`src/common/dsswd_defs.svh`:
```
// Purpose: timing counts and codes for the dual supply supervisor
// Assumes: 200 MHz sys_clk
// Notes: times kept in their own units, cycle counts derived
`ifndef DSSWD_DEFS_SVH
`define DSSWD_DEFS_SVH
`define DSSWD_CLK_MHZ 200
`define DSSWD_HOLD0_MS 50
`define DSSWD_HOLD1_MS 200
`define DSSWD_HOLD2_MS 400
`define DSSWD_HOLD3_MS 800
`define DSSWD_WD0_MS 25
`define DSSWD_WD1_MS 200
`define DSSWD_WD2_MS 1400
`define DSSWD_MS_CYC (`DSSWD_CLK_MHZ * 1000)
`define DSSWD_BUS_MAX_KHZ 400
`define DSSWD_WD_OFF 2'h3
`define DSSWD_WD_RESET_SEL 2'h0
`define DSSWD_HOLD_RESET_SEL 2'h0
`endif

```
`src/common/dsswd_pkg.sv`:
```
// Purpose: shared types for the dual supply supervisor
// Assumes: nothing
// Notes: carrier struct for comparator and bus samples; bus state enum
package dsswd_pkg;
   typedef struct packed {
      logic primary_ok;
      logic second_ok;
      logic scl;
      logic sda;
   } dsswd_sense_t;
   typedef enum logic [1:0] {
      DSSWD_BUS_IDLE,
      DSSWD_BUS_STARTED
   } dsswd_bus_t;
endpackage

```
`src/rtl/dsswd_sync.sv`:
```
// Purpose: two-flop synchroniser for a bundle of levels
// Assumes: inputs may be asynchronous
// Notes: first stage is read only by the second
module dsswd_sync #(
   parameter int W = 4
) (
   // clock and reset
   input wire logic sys_clk,
   input wire logic rstn,
   // data
   input wire logic [W-1:0] d,
   input wire logic [W-1:0] rst_val,
   output logic [W-1:0] q
);
   logic [W-1:0] meta;
   genvar i;
   generate
      for (i = 0; i < W; i++) begin : g_bit
         always_ff @(posedge sys_clk or negedge rstn) begin
            if (!rstn) begin
               meta[i] <= 1'b0;
               q[i] <= 1'b0;
            end else begin
               meta[i] <= d[i];
               q[i] <= meta[i];
            end
         end
      end
   endgenerate
endmodule

```
`src/rtl/dsswd_top.sv`:
```
// Purpose: supply supervisor with power-up hold-off and bus watchdog
// Assumes: comparators external, serial register protocol external
// Notes: watchdog select comes from a nonvolatile store outside this block
// Behaviour
// - open-drain reset low while supply low
// - push-pull variant drives reset high likewise
// - four hold-off delays from supply recovery
// - watchdog 25ms, 200ms, 1.4s or off
// - start then stop restarts watchdog
// - fault asserted when period elapses unserviced
// - timeout selection held across power cycles
// - fail output low while secondary low
// - fail output follows comparator, no hold-off delay
// - data receiver always watched for restart
// - bus up to 400 kHz
// - watchdog fault active-low open-drain
// - two nonvolatile bits pick watchdog period

`include "dsswd_defs.svh"

module dsswd_top
   import dsswd_pkg::*;
#(
   parameter logic ACTIVE_HIGH = 1'b0,
   parameter int MS_CYC = `DSSWD_MS_CYC
) (
   // clock and reset
   input wire logic sys_clk,
   input wire logic rstn,
   // comparator results
   input wire logic primary_above_in,
   input wire logic second_supply_sense_in,
   // selections
   input wire logic [1:0] holdoff_sel,
   input wire logic [1:0] wd_nv_sel,
   // serial bus pins
   input wire logic scl_in,
   input wire logic sda_in,
   // outputs
   output logic reset_out,
   output logic reset_oe,
   output logic second_supply_fail_out,
   output logic second_supply_fail_oe,
   output logic watchdog_fault_out,
   output logic watchdog_fault_oe
);
   // counter width covers the longest limit at the full clock rate
   localparam int CW = 40;
   dsswd_sense_t raw;
   dsswd_sense_t syn;
   logic [CW-1:0] hold_cnt;
   logic [CW-1:0] wd_cnt;
   logic hold_done;
   logic wd_expired;
   logic scl_d;
   logic sda_d;
   dsswd_bus_t bus_st;
   dsswd_bus_t next_bus_st;

   // limits in cycles; the products still fit 32 bits at the default rate
   function automatic logic [CW-1:0] hold_lim(input logic [1:0] s);
      case (s)
         2'h0: hold_lim = CW'(`DSSWD_HOLD0_MS * MS_CYC);
         2'h1: hold_lim = CW'(`DSSWD_HOLD1_MS * MS_CYC);
         2'h2: hold_lim = CW'(`DSSWD_HOLD2_MS * MS_CYC);
         default: hold_lim = CW'(`DSSWD_HOLD3_MS * MS_CYC);
      endcase
   endfunction

   function automatic logic [CW-1:0] wd_lim(input logic [1:0] s);
      case (s)
         2'h0: wd_lim = CW'(`DSSWD_WD0_MS * MS_CYC);
         2'h1: wd_lim = CW'(`DSSWD_WD1_MS * MS_CYC);
         default: wd_lim = CW'(`DSSWD_WD2_MS * MS_CYC);
      endcase
   endfunction

   // data edge while clock stays high; stop is the same test on inverted data
   function automatic logic sda_fall(input logic scl_now, input logic scl_was,
         input logic sda_was, input logic sda_now);
      sda_fall = scl_now && scl_was && sda_was && !sda_now;
   endfunction

   assign raw.primary_ok = primary_above_in;
   assign raw.second_ok = second_supply_sense_in;
   assign raw.scl = scl_in;
   assign raw.sda = sda_in;  // never gated

   // two flops per line; a bus edge is seen about three cycles late
   dsswd_sync #(.W(4)) u_sync (
      .sys_clk(sys_clk),
      .rstn(rstn),
      .d(raw),
      .rst_val(4'h0),
      .q(syn)
   );

   // bus condition detect on synchronised lines; assumes scl at most 400 kHz
   wire start_seen = sda_fall(syn.scl, scl_d, sda_d, syn.sda);
   wire stop_seen = sda_fall(syn.scl, scl_d, !sda_d, !syn.sda);
   wire wd_kick = (bus_st == DSSWD_BUS_STARTED) && stop_seen;
   wire wd_off = (wd_nv_sel == `DSSWD_WD_OFF);
   wire [CW-1:0] hold_target = hold_lim(holdoff_sel);
   wire [CW-1:0] wd_target = wd_lim(wd_nv_sel);

   // counters stop at their limit, so they never wrap
   wire [CW-1:0] hold_inc = hold_cnt + CW'(1);
   wire [CW-1:0] wd_inc = wd_cnt + CW'(1);
   wire hold_hit = (hold_inc >= hold_target);
   wire wd_hit = (wd_inc >= wd_target);

   // a repeated start keeps the started state; only a later stop kicks
   always_comb begin
      next_bus_st = bus_st;
      case (bus_st)
         DSSWD_BUS_IDLE: if (start_seen) next_bus_st = DSSWD_BUS_STARTED;
         DSSWD_BUS_STARTED: if (stop_seen) next_bus_st = DSSWD_BUS_IDLE;
         default: next_bus_st = DSSWD_BUS_IDLE;
      endcase
   end

   // line history resets to the pulled-up idle level
   always_ff @(posedge sys_clk or negedge rstn) begin
      if (!rstn) begin
         scl_d <= 1'b1;
         sda_d <= 1'b1;
      end else begin
         scl_d <= syn.scl;
         sda_d <= syn.sda;
      end
   end

   always_ff @(posedge sys_clk or negedge rstn) begin
      if (!rstn) begin
         bus_st <= DSSWD_BUS_IDLE;
      end else begin
         bus_st <= next_bus_st;
      end
   end

   // hold-off counter; any dip clears it
   always_ff @(posedge sys_clk or negedge rstn) begin
      if (!rstn) begin
         hold_cnt <= '0;
         hold_done <= 1'b0;
      end else if (!syn.primary_ok) begin
         hold_cnt <= '0;
         hold_done <= 1'b0;
      end else if (!hold_done) begin
         hold_cnt <= hold_inc;
         hold_done <= hold_hit;
      end
   end

   // watchdog; count held at zero while off so no fault appears
   always_ff @(posedge sys_clk or negedge rstn) begin
      if (!rstn) begin
         wd_cnt <= '0;
         wd_expired <= 1'b0;
      end else if (wd_kick || wd_off) begin
         wd_cnt <= '0;
         wd_expired <= 1'b0;
      end else if (!wd_expired) begin
         wd_cnt <= wd_inc;
         wd_expired <= wd_hit;
      end
   end

   // next pin levels; open-drain pins only ever pull low
   logic next_reset_out;
   logic next_reset_oe;
   logic next_fail_out;
   logic next_fail_oe;
   logic next_wd_out;
   logic next_wd_oe;

   assign next_reset_out = ACTIVE_HIGH ? !hold_done : 1'b0;
   assign next_reset_oe = ACTIVE_HIGH ? 1'b1 : !hold_done;
   assign next_fail_out = 1'b0;
   assign next_fail_oe = !syn.second_ok; // no hold-off on this pin
   assign next_wd_out = 1'b0;
   assign next_wd_oe = wd_expired;

   // reset is asserted during rstn as the safe state
   always_ff @(posedge sys_clk or negedge rstn) begin
      if (!rstn) begin
         reset_out <= ACTIVE_HIGH;
         reset_oe <= 1'b1;
      end else begin
         reset_out <= next_reset_out;
         reset_oe <= next_reset_oe;
      end
   end

   // fail pin pulls low while rstn holds, as the secondary is unknown
   always_ff @(posedge sys_clk or negedge rstn) begin
      if (!rstn) begin
         second_supply_fail_out <= 1'b0;
         second_supply_fail_oe <= 1'b1;
      end else begin
         second_supply_fail_out <= next_fail_out;
         second_supply_fail_oe <= next_fail_oe;
      end
   end

   // fault pin released during rstn; a fresh period starts after it
   always_ff @(posedge sys_clk or negedge rstn) begin
      if (!rstn) begin
         watchdog_fault_out <= 1'b0;
         watchdog_fault_oe <= 1'b0;
      end else begin
         watchdog_fault_out <= next_wd_out;
         watchdog_fault_oe <= next_wd_oe;
      end
   end
endmodule

```
`config.mk`:
```
export PLATFORM = sky130hd
export DESIGN_NAME = dsswd_top
export DESIGN_NICKNAME = d
export VERILOG_FILES = /design/src/common/dsswd_pkg.sv /design/src/rtl/dsswd_sync.sv /design/src/rtl/dsswd_top.sv
export VERILOG_INCLUDE_DIRS = /design/src /design/src/common
export SDC_FILE = /design/constraint.sdc
export NUM_CORES = 1
export LEC_CHECK = 0
export ABC_AREA = 1
export BUFFER_PORTS_ARGS = -buffer_cell sky130_fd_sc_hd__buf_2
export CAP_MARGIN = 20
export CORE_AREA = 10 10 119 121
export CTS_BUF_LIST = sky130_fd_sc_hd__clkbuf_8 sky130_fd_sc_hd__clkbuf_16
export DETAILED_ROUTE_END_ITERATION = 7
export DIE_AREA = 0 0 129 131
export HOLD_SLACK_MARGIN = 0.03
export PLACE_DENSITY = 0.79
export SYNTH_ARGS = -nofsm -noshare
export SYNTH_HDL_FRONTEND = slang
export SYNTH_SLANG_ARGS = --single-unit
```
`constraint.sdc`:
```
create_clock -name sys_clk -period 3.1 [get_ports sys_clk]
set_clock_uncertainty 0.1 [all_clocks]
set_input_delay 0.465 -clock sys_clk [delete_from_list [all_inputs] [get_ports sys_clk]]
set_output_delay 0.465 -clock sys_clk [all_outputs]
set_load 0.01 [all_outputs]
```
======== After elaboration in Yosys (flattened, before gate mapping) ========
Cells that the tools add are included.
word-level totals
  bits in registers ....................... 97
  logic and storage cells ................. 59
  input bits .............................. 10
  output and inout port bits .............. 6
operators by class
  $add $sub $neg .......................... 2
  eq/ne operators ......................... 9
  reductions and logical operators ........ 15
  order comparisons ....................... 2
  multiplexer cells ....................... 13
operators with widths
  kind                                                    count
  two-way mux 40 bit                                      4
  one-hot mux 28 bit (3 select lines)                     1
  adder 40 x 1 -> 40 bit (second input constant)          2
  >= comparator 40 bit                                    2
  one-hot mux 29 bit (2 select lines)                     1
  equality test 2 x 1 -> 1 bit (second input constant)    3
  logical AND 1 bit                                       6
  zero test 2 bit                                         3
  inequality test 2 bit (second input constant)           3
  equality test 2 bit (second input constant)             2
  zero test 1 bit                                         4
  two-way mux 1 bit                                       4
  two-way mux 2 bit                                       2
  one-hot mux 2 bit (2 select lines)                      1
  inequality test 2 x 1 -> 1 bit (second input constant)  1
  AND reduction 2 bit                                     1
  logical OR 1 bit                                        1

======== Depth between registers and ports, before layout ========
  depth in word-level cells ............... 6
  mapped depth ............................ 20
  depth with buffers taken out ............ 20

======== Modules after synthesis ========
From an unflattened synthesis, not the netlist that was laid out.
second synthesis, totals
  cells, all modules ...................... 992
  area, all modules ....................... 6936.7 um^2
modules (own cells, without submodules)
  module      seq. area each (um^2)  area each (um^2)  cells an instance  instances
  dsswd_top   2207.1                 6736.5            984                1
  dsswd_sync  200.2                  200.2             8                  1

======== Worst setup path before layout ========
No wires, ideal clock.
  path type ............................... register to register
  start point ............................. register wd_cnt[1]
  end point ............................... register wd_expired, in the netlist next_wd_oe
  path buffers ............................ 0
  period minus slack after synthesis ...... 2.887 ns
  arrival time ............................ 2.714 ns
  setup time .............................. 0.073 ns
  required time ........................... 2.927 ns
  stages on the path, launching flop included .. 21
  setup slack ............................. 0.213 ns
  path through ............................ dfrtp_1 -> ha_1 -> nand2_2 -> nor2_4 -> nand3b_2 -> nor3_1 -> nand3_1 -> nor3_1 -> xor2_1 -> inv_1 -> ha_1 -> nand4_1 -> nor3_1 -> nand3_1 -> nor2_1 -> nand2_1 -> nor2_1 -> nand2_1 -> nand2_1 -> nand2_1 -> a21oi_2
on the way
  longest elaborated chain between the ends .. 4
ends and longest elaborated chain
  what                    RTL line          text
  from (decl)             dsswd_top.sv:52   logic [CW-1:0] wd_cnt;
  from (signal assigned)  dsswd_top.sv:164  wd_cnt <= wd_inc;
  adder 40 x 1 -> 40 bit  dsswd_top.sv:108  wire [CW-1:0] wd_inc = wd_cnt + CW'(1);
  >= comparator 40 bit    dsswd_top.sv:110  wire wd_hit = (wd_inc >= wd_target);
  two-way mux 1 bit       dsswd_top.sv:163  end else if (!wd_expired) begin
  two-way mux 1 bit       dsswd_top.sv:160  end else if (wd_kick || wd_off) begin
  to (signal assigned)    dsswd_top.sv:165  wd_expired <= wd_hit;
  to (decl)               dsswd_top.sv:54   logic wd_expired;
No other way between the ends.
A chain may end at the register's enable or synchronous reset.

======== Worst setup path after layout ========
Same ends and word-level chain as after synthesis.

==> out/results.txt <==
Clock transition at path regs - 0.07 ns
Synth warn - 0
Status - complete, but fails checks
Insertion delay to the later sink of the worst-skew pair - 0.36 ns
DR DRC count - 0
Period utilization - 100%
Synth cell types - 40
Ys async rst share - 100%
Peak Freq - 322 MHz
Sequential fraction of the synthesis area - 34.7%
Vias - 6673
Pre-antenna DRT Iters - 6
RePlAce Congestion - 0.964
Slew @ Worst Pin - 0.991 ns
Commonest cells after routing, fill and taps aside - nand2_1, inv_1, nor2_1
Pins Over Slew Limit - 0
CTS tree - built
CORE AREA - 0.0118 mm2
Final Hold Viols - 0
GRT overflow - 0
Nets - 1084
Crit start category - flop
TritonCTS Buffers - 9
Top_reg_cell synth - dfrtp_1
Cells after Synth - 992
Routed vias/inst - 5.65
Vias in the first global route - 6013
Switch Pwr - 750 uW
Switching share of total power - 27.6%
Initial Util - 58.7%
Power share of the clock group - 41.7%
Synth area leaders - dfrtp_1, nand2_1, ha_1
Number of synthesized flops with an enable pin - 0
Share of cells above drive strength 1 - 13.6%
Post-synth top area share - 33.2%
Critical path peak fanout - 3
Final Worst Setup Slack - -0.00603 ns
Commonest non-fill, non-tap cell in the layout - nand2_1
Area delta synth->final - 13.3%
Maximum vdd drop - 0.382 mV
Internal Power - 1960 uW
Hpwl dp - 13700 um
Synth Cell Area - 0.00694 mm2
Htree depth - 3
N_diodes - 0
Arrival @ worst endpoint - 3.30 ns
Pwr per Cell Area - 345 mW/mm2
Reg power frac - 48.5%
Largest net degree at the start of global routing - 50
Setup TNS - -0.00603 ns
Yosys top cell by area - dfrtp_1
Critical path required time - 3.29 ns
CTS Root Cell - clkbuf_16
Routed Antenna Nets - 0
Hold Path Class - in2async
FP Rows - 40
CTS Buffer Depth - 2
CP Class - reg2reg
Initial antenna violation count - 0
Post-route cell area - 0.00786 mm2
CTS sink cnt - 96
Util after Layout - 66.5%
Yosys reg bits - 96
GRT Util Overall - 22.1%
Final min period - 3.11 ns
First DRT Iteration DRCs - 665
Wire length of the first global-routing pass - 29800 um
Height of the die - 131 um
RSZ-0062 raised after global routing - true
Die Width - 129 um
PortBufs - 12
# IOs - 16
Pleak - 0.00371 uW
Synth Area per Inst - 6.99 um2
Die area - 0.0169 mm2
Placed instance area - 0.00730 mm2
Relative slew slack - 33.8%
Final wirelength - 18600 um
Violated checks - negative setup slack
Wire per inst - 15.8 um
Fin Hold WS - 0.0105 ns
Gate power share - 9.7%
CP endpoint kind - flop
Max Cap Viol - 0
Final setup violation count - 1
synth_stat cells, drive strengths merged (17+ instances only):
cell type and number:
o21ai 39, nor3 19, nor2 147, inv 145
nand2 280, xor2 42, a21oi 17, nand3 60
nand4 21, o22ai 47, ha 44, dfrtp 92
critical path, cell delays in order (launching register included):
cell      delay, ns
dfrtp_1        0.37
ha_2           0.21
nand2_4        0.07
nor2_4         0.13
nand3b_4       0.09
nor3_2         0.15
nand3_1        0.16
nor3_2         0.19
xor2_1         0.21
inv_1          0.10
ha_4           0.27
nand4_1        0.11
nor3_2         0.24
nand3_1        0.09
nor2_1         0.09
nand2_1        0.05
nor2_1         0.10
nand2_1        0.05
nand2_1        0.06
nand2_1        0.06
a21oi_2        0.13
cell type report:
class                           count  area, um2
Clock inverter                      6       57.6
Timing Repair Buffer               43        308
Clock buffer                       10        239
Multi-Input combinational cell    734       4110
Fill cell                        1009       3960
Tap cell                          147        184
Sequential cell                    96       2410
Inverter                          146        548
final timing paths:
| path | endpoint | startpoint | cells after the start | slack [ns] |
|---|---|---|---|---|
| max in group asynchronous | reset_oe$_DFF_PN1_ | rstn | 2 | 2.16 |
| hold reg to reg | u_sync.q[1]$_DFF_PN0_ | u_sync.meta[1]$_DFF_PN0_ | 0 | 0.25 |
| setup reg to reg | next_wd_oe$_DFF_PN0_ | wd_cnt[1]$_DFFE_PN0P_ | 20 | -0.006 |
| setup / recovery | next_wd_oe$_DFF_PN0_ | wd_cnt[1]$_DFFE_PN0P_ | 20 | -0.006 |
| min in group sys_clk | u_sync.meta[3]$_DFF_PN0_ | primary_above_in | 1 | 0.10 |
| hold / removal | wd_cnt[24]$_DFFE_PN0P_ | rstn | 1 | 0.01 |
routing by layer:
layer | part of all wire [%] | vias to the layer above | track usage, %
met1 | 46 | 3122 | 31.9
li1 | - | 3265 | -
met3 | 8.4 | 19 | 4.55
met2 | 44 | 267 | 32.5
met4 | 1.5 | 0 | 6.56
met5 | 0 | - | 0
registers in the layout, indices dropped and copies added (netlist names), 4 cells and up:
name         count
hold_cnt        40
u_sync.meta      4
u_sync.q         4
wd_cnt          40
stage by stage:
| step | power [uW] | std cells | setup slack (ns) |
|---|---|---|---|
| 6_report | 2710 | 1182 | -0.00603 |
| 5_1_grt | 2820 | 1182 | -0.243 |
| 4_1_cts | 2700 | 1174 | 0.0320 |
| 3_5_place_dp | 1580 | 1158 | -0.00125 |
| 3_3_place_gp | 1580 | 1158 | 0.124 |
| 2_1_floorplan | 1480 | 994 | 0.213 |
timing repair:
item,in CTS,in global routing
pin swaps,0,14
buffers inserted,0,8
gates resized for setup,1,45
endpoints found under the setup margin,1,2
hold buffers,0,0
power by group through the flow:
| stage | combinational, uW | clock, uW | sequential (uW) |
|---|---|---|---|
| floorplan | 150 | 0 | 1330 |
| global placement | 241 | 0 | 1330 |
| detailed placement | 246 | 0 | 1330 |
| CTS | 247 | 1140 | 1310 |
| global route | 297 | 1200 | 1320 |
| finish | 264 | 1130 | 1320 |
cells by family after synthesis:
logic type	synth area share [%]
AND/OR/NAND/NOR	33.8
buffers and inverters	9.04
AO/OA/AOI/OAI	9.16
flip-flops	34.7
adder cells (fa/ha/maj)	7.94
XOR/XNOR	5.30
other	0.0541
Power figures use the tool's default switching activity.
